==> src/logic/csw_pkg.sv <==
/*
 * constants for the channel status word register bank: register offsets,
 * status bit positions, reset values and field masks.
 * assumes a 32-bit apb register bus with an 8-bit byte address.
 */
package csw_pkg;

  // ------------------------------------------------------------
  // bus geometry
  // ------------------------------------------------------------
  localparam int          CSW_AW         = 8;
  localparam int          CSW_DW         = 32;

  // ------------------------------------------------------------
  // register byte offsets
  // ------------------------------------------------------------
  localparam logic [7:0]  ADDR_STATUS    = 8'h00;
  localparam logic [7:0]  ADDR_CTRL      = 8'h04;
  localparam logic [7:0]  ADDR_IRQ_STAT  = 8'h08;
  localparam logic [7:0]  ADDR_IRQ_MASK  = 8'h0C;

  // ------------------------------------------------------------
  // status word bit positions
  // ------------------------------------------------------------
  localparam int          P_ALARM3       = 14;
  localparam int          P_EVENT1       = 16;
  localparam int          P_EVENT2       = 17;
  localparam int          P_WRITE_MODE   = 20;
  localparam int          P_NV_DIFFERS   = 21;
  localparam int          P_SELF_TUNE    = 22;
  localparam int          P_AUTOTUNE     = 23;
  localparam int          P_STOPPED      = 24;
  localparam int          P_COMM_WR_EN   = 25;
  localparam int          P_MANUAL       = 26;
  localparam int          P_REMOTE_SP    = 27;
  localparam int          P_SP_RAMP      = 30;

  // ------------------------------------------------------------
  // masks and reset values
  // ------------------------------------------------------------
  localparam logic [31:0] STAT_USED_MASK = 32'h4FF3_4000;
  localparam logic [31:0] STAT_RST       = 32'h0200_0000;
  localparam logic [31:0] CTRL_MASK      = 32'h0000_0001;
  localparam logic [31:0] CTRL_RST       = 32'h0000_0000;
  localparam logic [31:0] IRQ_STAT_RST   = 32'h0000_0000;
  localparam logic [31:0] IRQ_MASK_RST   = 32'h0000_0000;
  localparam int          CTRL_RAM_WRITE = 0;

endpackage

==> src/logic/csw_bus_if.sv <==
/*
 * internal register access carrier between the apb front end and the
 * register bank. strobes are single-cycle and synchronous to the bank clock.
 */
`timescale 1ns/1ps
interface csw_bus_if;
  logic        rd_stb;
  logic        wr_stb;
  logic        write;
  logic [7:0]  addr;
  logic [31:0] wdata;
  logic [31:0] rdata;
  logic        err;

  modport apb  (output rd_stb, output wr_stb, output write, output addr, output wdata,
                input rdata, input err);
  modport regs (input rd_stb, input wr_stb, input write, input addr, input wdata,
                output rdata, output err);
endinterface

==> src/logic/csw_apb.sv <==
/*
 * apb slave front end: turns apb phases into read and write strobes and
 * captures read data and error in the setup phase.
 * assumes a well-behaved apb master; always ready, zero wait states.
 */
`timescale 1ns/1ps
module csw_apb (
  input  wire logic        i_clk,
  input  wire logic        i_rst_b,
  input  wire logic        i_psel,
  input  wire logic        i_penable,
  input  wire logic        i_pwrite,
  input  wire logic [7:0]  i_paddr,
  input  wire logic [31:0] i_pwdata,
  output logic             o_pready,
  output logic [31:0]      o_prdata,
  output logic             o_pslverr,
  csw_bus_if.apb           bus
);

  logic        setup;
  logic        access;
  logic [31:0] prdata_q;
  logic        err_q;

  // ------------------------------------------------------------
  // phase decode
  // ------------------------------------------------------------
  assign setup       = i_psel & ~i_penable;
  assign access      = i_psel & i_penable;
  assign bus.rd_stb  = setup & ~i_pwrite;
  assign bus.wr_stb  = access & i_pwrite;
  assign bus.write   = i_pwrite;
  assign bus.addr    = i_paddr;
  assign bus.wdata   = i_pwdata;
  assign o_pready    = 1'b1;
  assign o_prdata    = prdata_q;
  assign o_pslverr   = err_q & access;

  // capture answer in setup phase, hold through access
  always_ff @(posedge i_clk or negedge i_rst_b) begin
    if (!i_rst_b) begin
      prdata_q <= 32'h0000_0000;
      err_q    <= 1'b0;
    end else if (setup) begin
      prdata_q <= bus.rd_stb ? bus.rdata : 32'h0000_0000;
      err_q    <= bus.err;
    end
  end

endmodule

==> src/logic/csw_irq.sv <==
/*
 * sticky event flags with write-one-to-clear, a mask of the same layout,
 * and one level interrupt. a set in the clearing cycle wins.
 */
`timescale 1ns/1ps
module csw_irq #(
  parameter int W = 32
) (
  input  wire logic         i_clk,
  input  wire logic         i_rst_b,
  input  wire logic [W-1:0] i_evt,
  input  wire logic         i_clr_stb,
  input  wire logic [W-1:0] i_clr,
  input  wire logic         i_mask_stb,
  input  wire logic [W-1:0] i_mask,
  output logic [W-1:0]      o_status,
  output logic [W-1:0]      o_mask,
  output logic              o_irq
);

  logic [W-1:0] status_q;
  logic [W-1:0] status_d;
  logic [W-1:0] mask_q;

  // set beats clear
  assign status_d = (status_q & ~(i_clr_stb ? i_clr : '0)) | i_evt;

  always_ff @(posedge i_clk or negedge i_rst_b) begin
    if (!i_rst_b) begin
      status_q <= csw_pkg::IRQ_STAT_RST[W-1:0];
      mask_q   <= csw_pkg::IRQ_MASK_RST[W-1:0];
    end else begin
      status_q <= status_d;
      if (i_mask_stb) begin
        mask_q <= i_mask;
      end
    end
  end

  assign o_status = status_q;
  assign o_mask   = mask_q;
  assign o_irq    = |(status_q & mask_q);
endmodule

==> src/logic/csw_top.sv <==
/*
 * channel status word register bank, upper half (bits 14..31).
 * samples the control core's status levels every clock into a read-only
 * word, flags every change as a sticky interrupt event, and serves it all
 * over apb. assumes core status inputs are synchronous to i_clk.
 */
// Functional notes
// - bit 14 follows alarm output 3
// - bit 16 follows event input 1
// - bit 17 follows event input 2
// - bit 20 is one in ram-only write mode
// - bit 21 is one when ram differs from nonvolatile
// - bit 22 is one while self-tuning runs
// - bit 23 is one while autotuning runs
// - bit 24 is one while channel stopped
// - bit 25 always reads one
// - bit 26 is one in manual mode
// - bit 27 is one for remote setpoint
// - bit 30 is one while setpoint ramps
`timescale 1ns/1ps
module csw_top (
  input  wire logic        i_clk,
  input  wire logic        i_rst_b,
  // apb slave
  input  wire logic        i_psel,
  input  wire logic        i_penable,
  input  wire logic        i_pwrite,
  input  wire logic [7:0]  i_paddr,
  input  wire logic [31:0] i_pwdata,
  output logic             o_pready,
  output logic [31:0]      o_prdata,
  output logic             o_pslverr,
  // channel state from the control core
  input  wire logic        i_alarm3_on,
  input  wire logic        i_event1_on,
  input  wire logic        i_event2_on,
  input  wire logic        i_nv_differs,
  input  wire logic        i_self_tuning_active,
  input  wire logic        i_autotune_active,
  input  wire logic        i_stopped,
  input  wire logic        i_manual,
  input  wire logic        i_remote_setpoint,
  input  wire logic        i_setpoint_ramp,
  // outputs
  output logic             o_ram_write_mode,
  output logic [31:0]      o_status_word,
  output logic             o_irq
);

  // ------------------------------------------------------------
  // reset release
  // ------------------------------------------------------------
  logic rst_meta_q;
  logic rst_b_q;

  // async assert, two-flop synchronous release
  always_ff @(posedge i_clk or negedge i_rst_b) begin
    if (!i_rst_b) begin
      rst_meta_q <= 1'b0;
      rst_b_q    <= 1'b0;
    end else begin
      rst_meta_q <= 1'b1;
      rst_b_q    <= rst_meta_q;
    end
  end

  // ------------------------------------------------------------
  // declarations
  // ------------------------------------------------------------
  csw_bus_if   bus ();
  logic [31:0] stat_d;
  logic [31:0] stat_q;
  logic [31:0] ctrl_q;
  logic        primed_q;
  logic [31:0] evt;
  logic [31:0] irq_stat;
  logic [31:0] irq_mask;
  logic        sel_stat;
  logic        sel_ctrl;
  logic        sel_istat;
  logic        sel_imask;
  logic        hit;
  logic        wr_ctrl;
  logic        wr_istat;
  logic        wr_imask;
  logic        ram_write;

  // ------------------------------------------------------------
  // status word assembly
  // ------------------------------------------------------------
  assign ram_write = ctrl_q[csw_pkg::CTRL_RAM_WRITE];

  // next status word from core levels; unused bits stay zero
  always_comb begin
    stat_d                        = 32'h0000_0000;
    stat_d[csw_pkg::P_ALARM3]     = i_alarm3_on;
    stat_d[csw_pkg::P_EVENT1]     = i_event1_on;
    stat_d[csw_pkg::P_EVENT2]     = i_event2_on;
    stat_d[csw_pkg::P_WRITE_MODE] = ram_write;
    stat_d[csw_pkg::P_NV_DIFFERS] = i_nv_differs;
    stat_d[csw_pkg::P_SELF_TUNE]  = i_self_tuning_active;
    stat_d[csw_pkg::P_AUTOTUNE]   = i_autotune_active;
    stat_d[csw_pkg::P_STOPPED]    = i_stopped;
    stat_d[csw_pkg::P_COMM_WR_EN] = 1'b1;
    stat_d[csw_pkg::P_MANUAL]     = i_manual;
    stat_d[csw_pkg::P_REMOTE_SP]  = i_remote_setpoint;
    stat_d[csw_pkg::P_SP_RAMP]    = i_setpoint_ramp;
  end

  // sample every clock; the bus never writes this word
  always_ff @(posedge i_clk or negedge rst_b_q) begin
    if (!rst_b_q) begin
      stat_q   <= csw_pkg::STAT_RST;
      primed_q <= 1'b0;
    end else begin
      stat_q   <= stat_d & csw_pkg::STAT_USED_MASK;
      primed_q <= 1'b1;
    end
  end

  // change of any used bit is an event, once the word holds real data
  assign evt = primed_q ? ((stat_d ^ stat_q) & csw_pkg::STAT_USED_MASK) : 32'h0000_0000;

  // ------------------------------------------------------------
  // register decode
  // ------------------------------------------------------------
  assign sel_stat  = (bus.addr == csw_pkg::ADDR_STATUS);
  assign sel_ctrl  = (bus.addr == csw_pkg::ADDR_CTRL);
  assign sel_istat = (bus.addr == csw_pkg::ADDR_IRQ_STAT);
  assign sel_imask = (bus.addr == csw_pkg::ADDR_IRQ_MASK);
  assign hit       = sel_stat | sel_ctrl | sel_istat | sel_imask;
  assign wr_ctrl   = bus.wr_stb & sel_ctrl;
  assign wr_istat  = bus.wr_stb & sel_istat;
  assign wr_imask  = bus.wr_stb & sel_imask;

  // unmapped address or write to the read-only word is an error
  assign bus.err   = ~hit | (bus.write & sel_stat);

  // read mux
  assign bus.rdata = sel_stat  ? stat_q   :
                     sel_ctrl  ? ctrl_q   :
                     sel_istat ? irq_stat :
                     sel_imask ? irq_mask : 32'h0000_0000;

  // ------------------------------------------------------------
  // control register
  // ------------------------------------------------------------
  // write mode select: backup (0) or ram only (1)
  always_ff @(posedge i_clk or negedge rst_b_q) begin
    if (!rst_b_q) begin
      ctrl_q <= csw_pkg::CTRL_RST;
    end else if (wr_ctrl) begin
      ctrl_q <= bus.wdata & csw_pkg::CTRL_MASK;
    end
  end

  // ------------------------------------------------------------
  // submodules
  // ------------------------------------------------------------
  csw_apb u_apb (
    .i_clk     (i_clk),
    .i_rst_b   (rst_b_q),
    .i_psel    (i_psel),
    .i_penable (i_penable),
    .i_pwrite  (i_pwrite),
    .i_paddr   (i_paddr),
    .i_pwdata  (i_pwdata),
    .o_pready  (o_pready),
    .o_prdata  (o_prdata),
    .o_pslverr (o_pslverr),
    .bus       (bus.apb)
  );

  csw_irq #(
    .W (32)
  ) u_irq (
    .i_clk      (i_clk),
    .i_rst_b    (rst_b_q),
    .i_evt      (evt),
    .i_clr_stb  (wr_istat),
    .i_clr      (bus.wdata),
    .i_mask_stb (wr_imask),
    .i_mask     (bus.wdata & csw_pkg::STAT_USED_MASK),
    .o_status   (irq_stat),
    .o_mask     (irq_mask),
    .o_irq      (o_irq)
  );

  // ------------------------------------------------------------
  // outputs
  // ------------------------------------------------------------
  assign o_status_word    = stat_q;
  assign o_ram_write_mode = ram_write;
endmodule

==> config.mk <==
export PLATFORM = sky130hd
export DESIGN_NAME = csw_top
export DESIGN_NICKNAME = d
export VERILOG_FILES = /design/src/logic/csw_pkg.sv /design/src/logic/csw_bus_if.sv /design/src/logic/csw_apb.sv /design/src/logic/csw_irq.sv /design/src/logic/csw_top.sv
export SDC_FILE = /design/constraint.sdc
export NUM_CORES = 1
export LEC_CHECK = 0
export BUFFER_PORTS_ARGS = -buffer_cell sky130_fd_sc_hd__buf_2
export CORE_MARGIN = 5
export CORE_UTILIZATION = 44
export CTS_BUF_LIST = sky130_fd_sc_hd__clkbuf_16
export CTS_CLUSTER_SIZE = 16
export DETAILED_ROUTE_END_ITERATION = 8
export GPL_TIMING_DRIVEN = 0
export PLACE_DENSITY = 0.66
export SLEW_MARGIN = 20
export SYNTH_ARGS = -nofsm -noshare
export SYNTH_HDL_FRONTEND = slang
export SYNTH_SLANG_ARGS = --single-unit
==> constraint.sdc <==
create_clock -name i_clk -period 4.7 [get_ports i_clk]
set_clock_uncertainty 0.2 [all_clocks]
set_input_delay 0.47 -clock i_clk [delete_from_list [all_inputs] [get_ports i_clk]]
set_output_delay 0.47 -clock i_clk [all_outputs]
set_load 0.05 [all_outputs]
==> summary.md <==
| Metric | Value |
|---|---|
| CTS buffer count | 9 |
| Startpoint Class | flop |
| Worst EP arrival | 1.67 ns |
| Placed instance count | 522 |
| Total track usage | 17.7% |
| Post-route minimum period | 2.34 ns |
| Initial antenna violation count | 1 |
| I/O Pins | 123 |
| Synthesis-to-layout area growth | 27.0% |
| Worst Reg-to-Reg Cells | 2 |
| Row count | 34 |
| Post-synth top area share | 59.0% |
| VDD IR-drop max | 0.167 mV |
| Routed vias/inst | 5.20 |
| DP HPWL | 6810 um |
| Worst Max-Slew Pin Slew | 0.702 ns |
| Library cells used by synthesis | 37 |
| Layout fillers | 767 |
| PwrDens | 341 nW/um^2 |
| # diodes | 0 |
| Clk sinks | 92 |
| FF-to-FF Start | primed_q |
| Flops & latches, synth | 92 |
| Layout cells sized above 1 | 37.8% |
| CTS Root Cell | clkbuf_16 |
| Largest net degree at the start of global routing | 54 |
| First-pass GRT wire length | 15600 um |
| Postcts setup bufs | 0 |
| Setup Viol. Count Final | 0 |
| Number of global-route vias before repair | 3003 |
| Switching Fraction | 25.0% |
| ANT nets after route | 0 |
| Beginning of the worst hold path | i_self_tuning_active |
| CTS max path bufs | 2 |
| Hold Crit Depth | 1 |
| CP Max Fanout | 4 |
| Synth area leaders | dfrtp_1 (59%), a221o_1 (5.9%), a22o_1 (5.2%), buf_4 (4.2%), a21boi_0 (4.0%) |
| CORE AREA | 8680 um^2 |
| Syn Area/Cell | 13.4 um^2 |
| Most area-hungry cell type in the Yosys netlist | dfrtp_1 |
| Total number of vias | 2802 |
| Pins Over Slew Limit | 0 |
| Fmax | 0.427 GHz |
| Die area | 10800 um^2 |
| Synthesized cell area | 3900 um^2 |
| Critical Path RT | 4.03 ns |
| Power share of the combinational group | 10.1% |
| H-Tree Depth | 3 |
| Final Non-Filler Cells | 539 |
| Die extent in y | 104 um |
| Detailed Routing Iterations Pass 1 | 4 |
| Register area share after synthesis | 59.0% |
| CTS tree | yes |
| Static leakage | 2.52 nW |
| Status | finished clean |
| Clk slew on worst S/H paths | 0.06 ns |
| Commonest non-fill, non-tap cell in the layout | buf_2 |
| Worst Hold Path EP | o_status_word[22] |
| Nets | 481 |
| Period utilization | 49.9% |
| Critical Path End Type | output pin |
| Portion of total power attributed to the clock network | 41.7% |
| DRC Markers | 0 |
| RR Endpoint | u_irq.o_status[17] |
| Starting Density | 44.9% |
| Internal power | 1.26 mW |
| Hold_buf cts | 1 |
| WL/cell | 17.4 um |
| Worst-Skew Late Latency | 0.33 ns |
| Seq pwr share | 48.3% |
| Most frequent cells in the layout | buf_2 (103), dfrtp_1 (91), conb_1 (24) |
| GP Congestion | 0.834 |
| # port buffers | 100 |
| Synthesis warning total | 0 |
| RSZ-0062 raised after global routing | false |
| Power after layout | 1.69 mW |
| Final wirelength | 9380 um |
| Flop2flop setup slack | 3.30 ns |
| Critical path class | flop to output pin |
| Resize count post-CTS | 0 |
| Die X | 104 um |
| Grt total ovfl | 0 |
| Max-Cap Viols | 0 |
| P_sw | 0.422 mW |
| Gate count of the mapped netlist | 291 |
| Final Hold Fails | 0 |
| Setup TNS Final | 0 ns |
| Min-Delay Path Class | input port to flop |
| Relative slew margins | 53.2% |
| Initial DRC Count | 69 |
power groups by stage:
| stage | sequential, mW | clock, mW | combinational (mW) |
|---|---|---|---|
| floorplan | 0.850 | 0 | 0.0935 |
| global placement | 0.837 | 0 | 0.156 |
| detailed placement | 0.829 | 0 | 0.169 |
| CTS | 0.815 | 0.721 | 0.170 |
| global route | 0.816 | 0.757 | 0.183 |
| finish | 0.814 | 0.702 | 0.170 |
how the worst max path moves through the flow:
stage	start	end	slack, ns	cells past startpoint
3_5_place_dp	i_paddr[1]	u_irq.o_status[23]	2.24	5
5_1_grt	u_irq.o_mask[25]	o_irq	2.31	4
4_1_cts	u_irq.o_status[26]	o_irq	2.35	4
2_1_floorplan	rst_b_q	ctrl_q[0]	1.75	0
6_report	u_irq.o_status[26]	o_irq	2.36	4
3_3_place_gp	rst_b_q	u_irq.o_status[17]	0.77	0
worst max-delay path, cell delays in order, from the launching register on:
cell,delay [ns]
dfrtp_1,0.41
a22o_1,0.25
a221oi_1,0.32
nand3_1,0.13
buf_2,0.24
final cells by class:
type	count	area (um^2)	share of cell area, %
Multi-Input combinational cell	181	1420	28.7
Tap cell	108	135	2.73
Clock buffer	9	225	4.55
Sequential cell	92	2310	46.6
Timing Repair Buffer	102	538	10.9
Clock inverter	7	67.6	1.36
Buffer	40	259	5.23
stage by stage:
stage	hold slack, ns	cell area (um^2)	setup WS [ns]	util, %
after detailed placement	0.0570	4650	2.24	53.6
after global routing	0.0589	4950	2.31	57.1
after floorplan	-0.0256	3980	1.75	-
after global placement	0.0551	4620	0.765	53.2
after CTS	0.0563	4950	2.35	57.1
final	0.0667	4950	2.36	57.1
Yosys cell counts:
cell and instances:
a22o_1 23, nor2b_1 11, or4_4 1, buf_2 3, and2_1 1, buf_4 22
a21boi_0 21, nand3b_1 2, mux2i_1 10, and4b_1 1, nor4_1 12, nand2_1 1
mux2_2 14, and3_1 1, dfrtp_1 92, nand3_1 1, nor3_1 3, a221o_1 23
or2_2 1, o21ai_0 1, and4_1 2, buf_6 3, buf_1 1, nand4_1 3
nor2_1 1, nor4_4 1, nor3b_1 1, nor3_4 1, or4b_1 1, nand2b_1 3
conb_1 2, a221oi_1 3, xor2_1 11, clkbuf_1 11, and2_0 1, or3b_2 1
a21oi_1 1
cell families after synthesis:
family,count (synthesis),share of synthesized area [%]
AOI/OAI and AO/OA,72,16.0
xor gates and xnor gates,11,2.47
buffers and inverters,40,6.64
DFF,92,59.0
muxes,24,6.61
other,2,0.193
and+or+nand+nor,50,9.02
state kept, by name, indices dropped and copies added (netlist names):
name            flops
u_irq.o_status     32
u_apb.err_q         1
rst_meta_q          1
ctrl_q              1
primed_q            1
u_irq.o_mask       12
o_status_word      11
u_apb.o_prdata     32
rst_b_q             1
routing by layer:
layer  up-vias  part of all wire [%]  global-route usage (%)
met5         -                 0.075                       0
met4         2                  0.80                    3.89
met3         9                   5.2                    4.66
met2        78                    47                    27.6
met1      1395                    47                    24.7
li1       1318                     -                       -
Power figures use the tool's default switching activity.
